[config.mk]
export PLATFORM = sky130hd
export DESIGN_NAME = tfcs_clock_select
export DESIGN_NICKNAME = d
export VERILOG_FILES = /design/src/core/tfcs_pkg.sv /design/src/core/tfcs_ref_route.sv /design/src/core/tfcs_identity.sv /design/src/core/tfcs_clock_select.sv
export SDC_FILE = /design/constraint.sdc
export NUM_CORES = 1
export LEC_CHECK = 0
export BUFFER_PORTS_ARGS = -buffer_cell sky130_fd_sc_hd__buf_2
export CORE_MARGIN = 1.5
export CORE_UTILIZATION = 50
export DETAILED_ROUTE_END_ITERATION = 12
export PLACE_DENSITY = 0.71
export SLEW_MARGIN = 20
export SYNTH_ARGS = -nofsm -noshare
export SYNTH_HDL_FRONTEND = slang
export SYNTH_HIERARCHICAL = 1
export SYNTH_SLANG_ARGS = --single-unit
[constraint.sdc]
create_clock -name i_clk -period 5.07 [get_ports i_clk]
set_clock_uncertainty 0.1 [all_clocks]
set_input_delay 1.014 -clock i_clk [delete_from_list [all_inputs] [get_ports i_clk]]
set_output_delay 1.014 -clock i_clk [all_outputs]
set_load 0.01 [all_outputs]
[src/core/tfcs_pkg.sv]
package tfcs_pkg;

  // Reference source codes for each transmit multiplier PLL and receive CDR
  localparam logic [2:0] REF_PIN_A      = 3'h0;
  localparam logic [2:0] REF_PIN_B      = 3'h1;
  localparam logic [2:0] REF_INTERBLOCK = 3'h2;
  localparam logic [2:0] REF_FABRIC_PIN = 3'h3;
  localparam logic [2:0] REF_LEFT_PLL   = 3'h4;
  localparam int         REF_W          = 3;

  // Reference routes, one-hot
  localparam logic [3:0] ROUTE_NONE      = 4'h0;
  localparam logic [3:0] ROUTE_LOCAL     = 4'h1;
  localparam logic [3:0] ROUTE_INTERBLK  = 4'h2;
  localparam logic [3:0] ROUTE_GLOBAL    = 4'h4;
  localparam logic [3:0] ROUTE_DEDICATED = 4'h8;
  localparam int         ROUTE_W         = 4;

  // Bonding modes
  localparam logic [1:0] BOND_NONE = 2'h0;
  localparam logic [1:0] BOND_X4   = 2'h1;
  localparam logic [1:0] BOND_X8   = 2'h2;
  localparam logic [1:0] BOND_BAD  = 2'h3;

  // Transmit FIFO write clock source, one-hot
  typedef enum logic [4:0] {
    TFCS_TXW_LOCAL  = 5'h01,
    TFCS_TXW_CH0    = 5'h02,
    TFCS_TXW_CH2    = 5'h04,
    TFCS_TXW_CORE   = 5'h08,
    TFCS_TXW_MASTER = 5'h10
  } tfcs_txw_t;
  localparam int TXW_W = 5;

  // Receive FIFO read clock source, one-hot
  typedef enum logic [1:0] {
    TFCS_RXR_RECOVERED = 2'h1,
    TFCS_RXR_TXSIDE    = 2'h2
  } tfcs_rxr_t;
  localparam int RXR_W = 2;

  // Configuration control states, one-hot
  typedef enum logic [2:0] {
    TFCS_ST_IDLE    = 3'h1,
    TFCS_ST_RUN     = 3'h2,
    TFCS_ST_PENDING = 3'h4
  } tfcs_state_t;

  // Reset values
  localparam logic [1:0] RST_BOND = BOND_NONE;

  // Route for one reference source code
  function automatic logic [3:0] tfcs_route_of(input logic [2:0] src);
    logic [3:0] r;
    r = ROUTE_NONE;
    case (src)
      REF_PIN_A:      r = ROUTE_LOCAL;
      REF_PIN_B:      r = ROUTE_LOCAL;
      REF_INTERBLOCK: r = ROUTE_INTERBLK;
      REF_FABRIC_PIN: r = ROUTE_GLOBAL;
      REF_LEFT_PLL:   r = ROUTE_DEDICATED;
      default:        r = ROUTE_NONE;
    endcase
    return r;
  endfunction : tfcs_route_of

endpackage : tfcs_pkg

[src/core/tfcs_ref_route.sv]
`timescale 1ns/10ps
module tfcs_ref_route #(
  parameter int NUM_CH = 4
) (
  input  wire logic [NUM_CH*tfcs_pkg::REF_W-1:0]   i_src,    // Per-channel source codes
  output logic      [NUM_CH*tfcs_pkg::ROUTE_W-1:0] o_route,  // Per-channel one-hot routes
  output logic                                     o_valid   // All codes legal
);

  logic [NUM_CH-1:0] ok;

  // Map each source code to its network route
  genvar g;
  generate
    for (g = 0; g < NUM_CH; g++) begin : g_ch
      assign o_route[g*tfcs_pkg::ROUTE_W +: tfcs_pkg::ROUTE_W] =
        tfcs_pkg::tfcs_route_of(i_src[g*tfcs_pkg::REF_W +: tfcs_pkg::REF_W]);
      assign ok[g] = |o_route[g*tfcs_pkg::ROUTE_W +: tfcs_pkg::ROUTE_W];
    end
  endgenerate

  assign o_valid = &ok;

endmodule : tfcs_ref_route

[src/core/tfcs_identity.sv]
`timescale 1ns/10ps
module tfcs_identity #(
  parameter int NUM_CH = 4,
  parameter int PLL_W  = 8,
  parameter int PCS_W  = 16
) (
  input  wire logic [NUM_CH*tfcs_pkg::REF_W-1:0] i_ref,      // Per-channel PLL reference source
  input  wire logic [NUM_CH*PLL_W-1:0]           i_pll,      // Per-channel PLL configuration
  input  wire logic [NUM_CH*PCS_W-1:0]           i_pcs,      // Per-channel PMA and PCS configuration
  output logic                                   o_all_same, // Every channel identical to channel 0
  output logic                                   o_pair_lo,  // Channels 0 and 1 identical
  output logic                                   o_pair_hi   // Channels 2 and 3 identical
);

  localparam int CFG_W = tfcs_pkg::REF_W + PLL_W + PCS_W;

  logic [CFG_W-1:0]  cfg [NUM_CH];
  logic [NUM_CH-1:0] same0;

  // Swing and pre-emphasis are not inputs, so they never break identity
  genvar g;
  generate
    for (g = 0; g < NUM_CH; g++) begin : g_ch
      assign cfg[g]   = {i_ref[g*tfcs_pkg::REF_W +: tfcs_pkg::REF_W],
                         i_pll[g*PLL_W +: PLL_W],
                         i_pcs[g*PCS_W +: PCS_W]};
      assign same0[g] = (cfg[g] == cfg[0]);
    end
  endgenerate

  assign o_all_same = &same0;
  assign o_pair_lo  = same0[1];
  assign o_pair_hi  = (cfg[2] == cfg[3]);

endmodule : tfcs_identity

[src/core/tfcs_clock_select.sv]
`timescale 1ns/10ps
// Function
// - Forward per-channel parallel clock when non-bonded, bonded core clock when bonded.
// - Receive read clock is recovered clock, or transmit side clock with rate matcher.
// - Transmit FIFO write and read clocks share frequency exactly; only phase differs.
// - Each PLL and CDR picks a reference among four source kinds.
// - Fabric pin references use the global network; left PLL uses a dedicated path.
// - Channels identical when reference, PLL and PMA/PCS setup match; swing ignored.
// - Four identical non-bonded channels all write with channel 0 clock.
// - Otherwise identical pair 0/1 writes with channel 0 clock, identical pair 2/3 with channel 2 clock.
// - Four-channel bonding needs identical channels, all write with block core clock.
// - Eight-channel bonding writes every FIFO with the master block core clock.
module tfcs_clock_select #(
  parameter int NUM_CH = 4,
  parameter int PLL_W  = 8,
  parameter int PCS_W  = 16
) (
  input  wire logic                               i_clk,          // System clock, 50 MHz
  input  wire logic                               i_reset_n,      // Synchronous reset, active low
  input  wire logic                               i_cfg_load,     // Pulse: take new configuration
  input  wire logic                               i_fifo_busy,    // Phase compensation FIFOs moving data
  input  wire logic [1:0]                         i_bond_mode,    // None, four- or eight-channel
  input  wire logic                               i_rate_match,   // Rate matcher in receive path
  input  wire logic [NUM_CH*tfcs_pkg::REF_W-1:0]  i_pll_ref,      // Per-channel PLL reference source
  input  wire logic [NUM_CH*tfcs_pkg::REF_W-1:0]  i_cdr_ref,      // Per-channel CDR reference source
  input  wire logic [NUM_CH*PLL_W-1:0]            i_pll_cfg,      // Per-channel PLL configuration
  input  wire logic [NUM_CH*PCS_W-1:0]            i_pcs_cfg,      // Per-channel PMA and PCS setup
  output logic      [NUM_CH*tfcs_pkg::TXW_W-1:0]  o_tx_wr_sel,    // Per-channel FIFO write clock source
  output logic      [NUM_CH-1:0]                  o_tx_fwd_core,  // Forwarded clock is bonded core clock
  output logic      [NUM_CH*tfcs_pkg::RXR_W-1:0]  o_rx_rd_sel,    // Per-channel FIFO read clock source
  output logic      [NUM_CH*tfcs_pkg::ROUTE_W-1:0] o_pll_route,   // Per-channel PLL reference route
  output logic      [NUM_CH*tfcs_pkg::ROUTE_W-1:0] o_cdr_route,   // Per-channel CDR reference route
  output logic                                    o_all_identical, // Applied channels identical
  output logic                                    o_cfg_active,   // A load is applied or pending
  output logic                                    o_cfg_pending,  // Load waiting for FIFOs to idle
  output logic                                    o_cfg_error     // Applied setup is illegal
);

  // Held configuration: shadow takes a load, applied drives selection
  logic [1:0]                        sh_bond_r;
  logic                              sh_rm_r;
  logic [NUM_CH*tfcs_pkg::REF_W-1:0] sh_pll_ref_r;
  logic [NUM_CH*tfcs_pkg::REF_W-1:0] sh_cdr_ref_r;
  logic [NUM_CH*PLL_W-1:0]           sh_pll_cfg_r;
  logic [NUM_CH*PCS_W-1:0]           sh_pcs_cfg_r;
  logic [1:0]                        ap_bond_r;
  logic                              ap_rm_r;
  logic [NUM_CH*tfcs_pkg::REF_W-1:0] ap_pll_ref_r;
  logic [NUM_CH*tfcs_pkg::REF_W-1:0] ap_cdr_ref_r;
  logic [NUM_CH*PLL_W-1:0]           ap_pll_cfg_r;
  logic [NUM_CH*PCS_W-1:0]           ap_pcs_cfg_r;

  tfcs_pkg::tfcs_state_t state_r;
  tfcs_pkg::tfcs_state_t state_nxt;

  logic                                 apply_now;
  logic                                 apply_shadow;
  logic                                 take_shadow;
  logic                                 all_same;
  logic                                 pair_lo;
  logic                                 pair_hi;
  logic                                 pll_ok;
  logic                                 cdr_ok;
  logic                                 bonded;
  logic                                 bond_bad;
  logic                                 mode_bad;
  logic [NUM_CH*tfcs_pkg::TXW_W-1:0]    tx_wr_nxt;
  logic [NUM_CH-1:0]                    fwd_core_nxt;
  logic [NUM_CH*tfcs_pkg::RXR_W-1:0]    rx_rd_nxt;
  logic [NUM_CH*tfcs_pkg::ROUTE_W-1:0]  pll_route_nxt;
  logic [NUM_CH*tfcs_pkg::ROUTE_W-1:0]  cdr_route_nxt;
  logic                                 error_nxt;

  // Identity of the applied channel setups
  tfcs_identity #(
    .NUM_CH (NUM_CH),
    .PLL_W  (PLL_W),
    .PCS_W  (PCS_W)
  ) u_identity (
    .i_ref      (ap_pll_ref_r),
    .i_pll      (ap_pll_cfg_r),
    .i_pcs      (ap_pcs_cfg_r),
    .o_all_same (all_same),
    .o_pair_lo  (pair_lo),
    .o_pair_hi  (pair_hi)
  );

  // Reference routes for the transmit PLLs
  tfcs_ref_route #(
    .NUM_CH (NUM_CH)
  ) u_pll_route (
    .i_src   (ap_pll_ref_r),
    .o_route (pll_route_nxt),
    .o_valid (pll_ok)
  );

  // Reference routes for the receive CDRs
  tfcs_ref_route #(
    .NUM_CH (NUM_CH)
  ) u_cdr_route (
    .i_src   (ap_cdr_ref_r),
    .o_route (cdr_route_nxt),
    .o_valid (cdr_ok)
  );

  assign apply_now    = i_cfg_load && !i_fifo_busy;
  assign apply_shadow = (state_r == tfcs_pkg::TFCS_ST_PENDING) && !i_fifo_busy && !i_cfg_load;
  assign take_shadow  = i_cfg_load && i_fifo_busy;

  // Configuration control state sequence
  always_comb begin
    state_nxt = state_r;
    case (state_r)
      tfcs_pkg::TFCS_ST_IDLE: begin
        if (apply_now) begin
          state_nxt = tfcs_pkg::TFCS_ST_RUN;
        end else if (take_shadow) begin
          state_nxt = tfcs_pkg::TFCS_ST_PENDING;
        end
      end
      tfcs_pkg::TFCS_ST_RUN: begin
        if (take_shadow) begin
          state_nxt = tfcs_pkg::TFCS_ST_PENDING;
        end
      end
      tfcs_pkg::TFCS_ST_PENDING: begin
        if (apply_now || apply_shadow) begin
          state_nxt = tfcs_pkg::TFCS_ST_RUN;
        end
      end
      default: begin
        state_nxt = tfcs_pkg::TFCS_ST_IDLE;
      end
    endcase
  end

  // State register
  always_ff @(posedge i_clk) begin
    if (!i_reset_n) begin
      state_r <= tfcs_pkg::TFCS_ST_IDLE;
    end else begin
      state_r <= state_nxt;
    end
  end

  // Shadow copy of the mode flags of a load made while FIFOs are busy
  // Only the last load during a transfer is kept; earlier ones are dropped
  always_ff @(posedge i_clk) begin
    if (!i_reset_n) begin
      sh_bond_r <= tfcs_pkg::RST_BOND;
      sh_rm_r   <= 1'b0;
    end else if (take_shadow) begin
      sh_bond_r <= i_bond_mode;
      sh_rm_r   <= i_rate_match;
    end
  end

  // Shadow copy of the channel setups of a load made while FIFOs are busy
  always_ff @(posedge i_clk) begin
    if (!i_reset_n) begin
      sh_pll_ref_r <= '0;
      sh_cdr_ref_r <= '0;
      sh_pll_cfg_r <= '0;
      sh_pcs_cfg_r <= '0;
    end else if (take_shadow) begin
      sh_pll_ref_r <= i_pll_ref;
      sh_cdr_ref_r <= i_cdr_ref;
      sh_pll_cfg_r <= i_pll_cfg;
      sh_pcs_cfg_r <= i_pcs_cfg;
    end
  end

  // Applied mode changes only when idle
  always_ff @(posedge i_clk) begin
    if (!i_reset_n) begin
      ap_bond_r <= tfcs_pkg::RST_BOND;
      ap_rm_r   <= 1'b0;
    end else if (apply_now) begin
      ap_bond_r <= i_bond_mode;
      ap_rm_r   <= i_rate_match;
    end else if (apply_shadow) begin
      ap_bond_r <= sh_bond_r;
      ap_rm_r   <= sh_rm_r;
    end
  end

  // Applied setups change only when idle
  always_ff @(posedge i_clk) begin
    if (!i_reset_n) begin
      ap_pll_ref_r <= '0;
      ap_cdr_ref_r <= '0;
      ap_pll_cfg_r <= '0;
      ap_pcs_cfg_r <= '0;
    end else if (apply_now) begin
      ap_pll_ref_r <= i_pll_ref;
      ap_cdr_ref_r <= i_cdr_ref;
      ap_pll_cfg_r <= i_pll_cfg;
      ap_pcs_cfg_r <= i_pcs_cfg;
    end else if (apply_shadow) begin
      ap_pll_ref_r <= sh_pll_ref_r;
      ap_cdr_ref_r <= sh_cdr_ref_r;
      ap_pll_cfg_r <= sh_pll_cfg_r;
      ap_pcs_cfg_r <= sh_pcs_cfg_r;
    end
  end

  // Bonding decode and illegal setups
  assign bonded    = (ap_bond_r == tfcs_pkg::BOND_X4) || (ap_bond_r == tfcs_pkg::BOND_X8);
  assign bond_bad  = bonded && !all_same;
  // Mode code three names no bonding scheme
  assign mode_bad  = (ap_bond_r == tfcs_pkg::BOND_BAD);
  assign error_nxt = bond_bad || !pll_ok || !cdr_ok || mode_bad;

  // Per-channel clock source selection
  genvar g;
  generate
    for (g = 0; g < NUM_CH; g++) begin : g_sel
      tfcs_pkg::tfcs_txw_t txw;
      tfcs_pkg::tfcs_rxr_t rxr;
      logic                in_lo;

      assign in_lo = (g < 2);

      // Share a write clock between identical channels when non-bonded; bonded modes share the core clock regardless
      always_comb begin
        txw = tfcs_pkg::TFCS_TXW_LOCAL;
        case (ap_bond_r)
          tfcs_pkg::BOND_X4: txw = tfcs_pkg::TFCS_TXW_CORE;
          tfcs_pkg::BOND_X8: txw = tfcs_pkg::TFCS_TXW_MASTER;
          tfcs_pkg::BOND_NONE: begin
            if (all_same) begin
              txw = tfcs_pkg::TFCS_TXW_CH0;
            end else if (in_lo && pair_lo) begin
              txw = tfcs_pkg::TFCS_TXW_CH0;
            end else if (!in_lo && pair_hi) begin
              txw = tfcs_pkg::TFCS_TXW_CH2;
            end
          end
          default: txw = tfcs_pkg::TFCS_TXW_LOCAL;
        endcase
      end

      assign rxr = ap_rm_r ? tfcs_pkg::TFCS_RXR_TXSIDE : tfcs_pkg::TFCS_RXR_RECOVERED;

      assign tx_wr_nxt[g*tfcs_pkg::TXW_W +: tfcs_pkg::TXW_W] = txw;
      assign rx_rd_nxt[g*tfcs_pkg::RXR_W +: tfcs_pkg::RXR_W] = rxr;
      assign fwd_core_nxt[g] = bonded;
    end
  endgenerate

  // Registered selection outputs
  // All registered outputs lag the applied setup by one edge, so they change together
  always_ff @(posedge i_clk) begin
    if (!i_reset_n) begin
      o_tx_wr_sel   <= {NUM_CH{tfcs_pkg::TFCS_TXW_LOCAL}};
      o_tx_fwd_core <= '0;
      o_rx_rd_sel   <= {NUM_CH{tfcs_pkg::TFCS_RXR_RECOVERED}};
    end else begin
      o_tx_wr_sel   <= tx_wr_nxt;
      o_tx_fwd_core <= fwd_core_nxt;
      o_rx_rd_sel   <= rx_rd_nxt;
    end
  end

  // Registered reference routes
  always_ff @(posedge i_clk) begin
    if (!i_reset_n) begin
      o_pll_route <= '0;
      o_cdr_route <= '0;
    end else begin
      o_pll_route <= pll_route_nxt;
      o_cdr_route <= cdr_route_nxt;
    end
  end

  // Registered identity and error status
  always_ff @(posedge i_clk) begin
    if (!i_reset_n) begin
      o_all_identical <= 1'b0;
      o_cfg_error     <= 1'b0;
    end else begin
      o_all_identical <= all_same;
      o_cfg_error     <= error_nxt && (state_r != tfcs_pkg::TFCS_ST_IDLE);
    end
  end

  // Status flags from the control state
  assign o_cfg_active  = (state_r != tfcs_pkg::TFCS_ST_IDLE);
  assign o_cfg_pending = (state_r == tfcs_pkg::TFCS_ST_PENDING);

endmodule : tfcs_clock_select

==> summary.md <==
| Metric | Value |
|---|---|
| Reg2Reg Setup Slack | between 2000 and 2500 ps |
| Sequential share of the synthesized area | 0.438 |
| Tot GR Track Use | 0.236 |
| Clock H-tree levels | 2 |
| Yosys reg bits | 293 |
| Final Hold Fails | 0 |
| Drt wl/cell | 17.7 µm |
| CTS tree | built |
| Drt first-iter violations | about 1,100 |
| Uppermost routed layer | met4 |
| # port buffers | around 190 |
| Synth-to-Final Area Change | 14.4% |
| Routed wl met3 | roughly 1800 µm |
| Largest net degree at the start of global routing | 131 |
| Share of post-route cells with drive strength above 1 | 0.168 |
| GPL Wtd Cong | between 0.9 and 1 |
| Critical path launch point type | register |
| Post-synth EDFFs | 0 |
| Final period utilization | 0.525 |
| Multi-input logic area | 0.00684 mm² |
| Slew HR | 0.246 |
| Vias in the first global route | about 9,700 |
| Min Tclk post-route | around 2700 ps |
| Worst r2r src | ap_pll_ref_r[1] |
| Core Area | between 0.02 and 0.03 mm² |
| Asr flop ratio synth | 0 |
| Rows | a little under 60 |
| WL met2 | ~15,000 µm |
| Fin. max-slew vios | 0 |
| Fill cell count | about 2,300 |
| Slew @ Worst Pin | 1130 ps |
| FF/Latch Area | roughly 0.0059 mm² |
| R2R depth | 8 |
| Maximum vdd ir drop | approximately 280 µV |
| Via density per instance | about 5.5 |
| Syn_area_per_cell | 9.36 µm² |
| Hold_buf cts | 0 |
| Clock Tree Buf Depth | 3 |
| TNS Setup | 0 ps |
| PD cells | roughly 370 mW/mm² |
| # clock sinks | between 200 and 300 |
| Violated checks | design-rule violations |
| RSZ-0062 raised after global routing | false |
| Syn Inst Count | between 1,000 and 1,500 |
| Class of the most critical setup path | reg -> reg |
| Number of diodes | 0 |
| Clk_lat worst skew | 510 ps |
| Worst setup path start | ap_pll_ref_r[1] |
| CTS root buffer | clkbuf_16 |
| CP arrival | slightly below 3000 ps |
| Die Y | approximately 170 µm |
| Layout Nets | between 1,500 and 2,000 |
| Ys Warns | 6 |
| Synthesized area | between 0.01 and 0.015 mm² |
| DIE AREA | around 0.028 mm² |
| Primary FF master, synth | dfxtp_1 |
| Die X | between 150 and 200 µm |
| Num CTS Buffers | 34 |
| I/O pins | approximately 200 |
| Crit path required time | between 5000 and 6000 ps |
| Core Util, Final | 0.585 |
| Max-Cap Viols | 0 |
| Final Setup Violations | 0 |
| Worst setup endpoint | o_cfg_error |
| Antenna viol nets, final | 0 |
| Clock-pin slew on the worst setup and hold paths | about 60 ps |
| Buffer count from post-CTS setup fixing | 0 |
| Lkg Pwr | ~0.0075 µW |
| DPL Wire Length | about 22,000 µm |
| Post-synthesis cell type count | 45 |
| Vias | between 10,000 and 15,000 |
| DRC Markers | 15 |
| Final wirelength | approximately 33,000 µm |
| Hold Path Class | reg -> reg |
| Max Fclk | between 0.3 and 0.4 GHz |
| Aggregate global routing overflow | 0 |
| Critical Path End Type | register |
| Global-route wire length before repair | around 53,000 µm |
| R2R Path End | o_cfg_error |
| CP Max Fanout | 9 |
| Status | finished with violations |
| WL met1 | 15,900 µm |
| Drt pass-1 iters | 9 |
| Post-CTS Resized | 0 |
| Initial antenna violation count | 0 |
| Initial Util | 0.511 |
logic make-up (layout without fill, tap and decap cells):
kind of cell	Yosys count	after routing	synth area share
compound gates	388	388	0.215
xor+xnor	89	89	0.0582
fa+ha+maj	4	4	0.00373
buf+inv	140	265	0.0533
flops	293	293	0.438
mux	123	123	0.0920
other cells	1	2	0.000280
simple gates	393	393	0.140
layout make-up:
cell class              instances  share of cell area
flip-flops and latches        293               0.383
repair buffers                203              0.0702
clock inverters                 8             0.00874
inverters                       5             0.00122
clock buffers                  49              0.0631
multi-input cells             999               0.447
well taps                     335              0.0274
routing by layer:
layer / vias up / track usage
met1: 4963 / 0.340
met4: 0 / 0.0605
li1: 5187 / -
met5: - / 0
met3: 50 / 0.0314
met2: 284 / 0.372
worst max-delay path, cell delays in order, from the launching register on:
cell and delay, ps:
dfxtp_1 630, xnor2_1 270, nand4_1 150, or4_4 450, nor3_4 230, and2_1 260, nand2b_1 160, nand3_1 80
o211a_1 200
Yosys cell counts (2+ instances only):
master / n / share of area
nand4_1: 12 / 0.0056
and3b_2: 2 / 0.0015
o211a_1: 123 / 0.092
and4_1: 3 / 0.0020
nand2b_1: 3 / 0.0014
nor4_1: 12 / 0.0056
xnor2_1: 54 / 0.035
buf_6: 7 / 0.0059
nor2b_1: 2 / 0.00093
nand3_1: 7 / 0.0026
o22ai_1: 3 / 0.0014
nor3_1: 9 / 0.0034
ha_1: 4 / 0.0037
xor2_1: 35 / 0.023
o211ai_1: 2 / 0.0011
o21ai_0: 125 / 0.047
and2_1: 38 / 0.018
buf_2: 28 / 0.010
inv_1: 5 / 0.0014
mux2i_1: 122 / 0.091
o21ai_1: 8 / 0.0030
and3_1: 8 / 0.0037
dfxtp_1: 293 / 0.44
and3b_1: 6 / 0.0039
clkbuf_1: 69 / 0.019
buf_1: 6 / 0.0017
nor2_1: 11 / 0.0031
buf_4: 24 / 0.013
nand2_1: 253 / 0.071
a21boi_0: 123 / 0.069
nor3b_1: 18 / 0.010
or3_1: 3 / 0.0014
where the power goes:
part           internal [µW]  total (µW)  switching, µW
registers               2430        2560            127
logic                    292         627            335
clock network           1480        2420            938
total                   4200        5600           1400
sequential cells by signal (all words and copies together), names as in the netlist, 3 cells and up:
register / cells
o_cdr_route: 16
ap_pll_cfg_r: 32
sh_pll_cfg_r: 32
o_pll_route: 16
sh_pcs_cfg_r: 64
state_r: 3
ap_cdr_ref_r: 12
o_tx_wr_sel: 7
ap_pll_ref_r: 12
sh_cdr_ref_r: 12
sh_pll_ref_r: 12
ap_pcs_cfg_r: 64
stage by stage:
step | setup WS (ps) | cells | cell area (µm²) | total power [µW] | hold WS [ps]
3_5_place_dp | 1870 | 1835 | 14200 | 3230 | 322
4_1_cts | 2380 | 1892 | 15300 | 5640 | 335
6_report | 2410 | 1892 | 15300 | 5600 | 330
5_1_grt | 2300 | 1892 | 15300 | 5820 | 351
2_1_floorplan | 2830 | 1432 | 13400 | 3020 | 278
3_3_place_gp | 1870 | 1835 | 14200 | 3220 | 293
cells in the final DEF, fill, tap and decap left out, types with 3 or more instances in the layout:
cell,synthesis,layout
and2_1,38,37
nand3_1,7,7
nor4_1,12,12
dfxtp_1,293,293
clkbuf_1,69,9
clkbuf_8,0,6
bufinv_16,0,3
a21boi_0,123,123
o21ai_1,8,8
nor3_1,9,9
clkbuf_16,0,34
buf_4,24,8
nor2_1,11,11
mux2i_1,122,122
and3b_1,6,6
and4_1,3,3
o211a_1,123,123
ha_1,4,4
buf_2,28,190
inv_1,5,5
xnor2_1,54,54
or3_1,3,3
nand2_1,253,252
xor2_1,35,35
nand2b_1,3,3
buf_6,7,4
nor3b_1,18,18
o21ai_0,125,125
and3_1,8,8
o22ai_1,3,3
nand4_1,12,12
how the worst min path moves through the flow:
| stage | startpoint | to | cells past startpoint |
|---|---|---|---|
| 3_3_place_gp | ap_rm_r | o_rx_rd_sel[6] | 1 |
| 6_report | ap_rm_r | o_rx_rd_sel[6] | 1 |
| 5_1_grt | ap_rm_r | o_rx_rd_sel[6] | 1 |
| 4_1_cts | ap_rm_r | o_rx_rd_sel[6] | 1 |
| 2_1_floorplan | ap_rm_r | o_rx_rd_sel[6] | 1 |
| 3_5_place_dp | ap_rm_r | o_rx_rd_sel[6] | 1 |
Note: power is estimated with default switching activity, not from simulation.
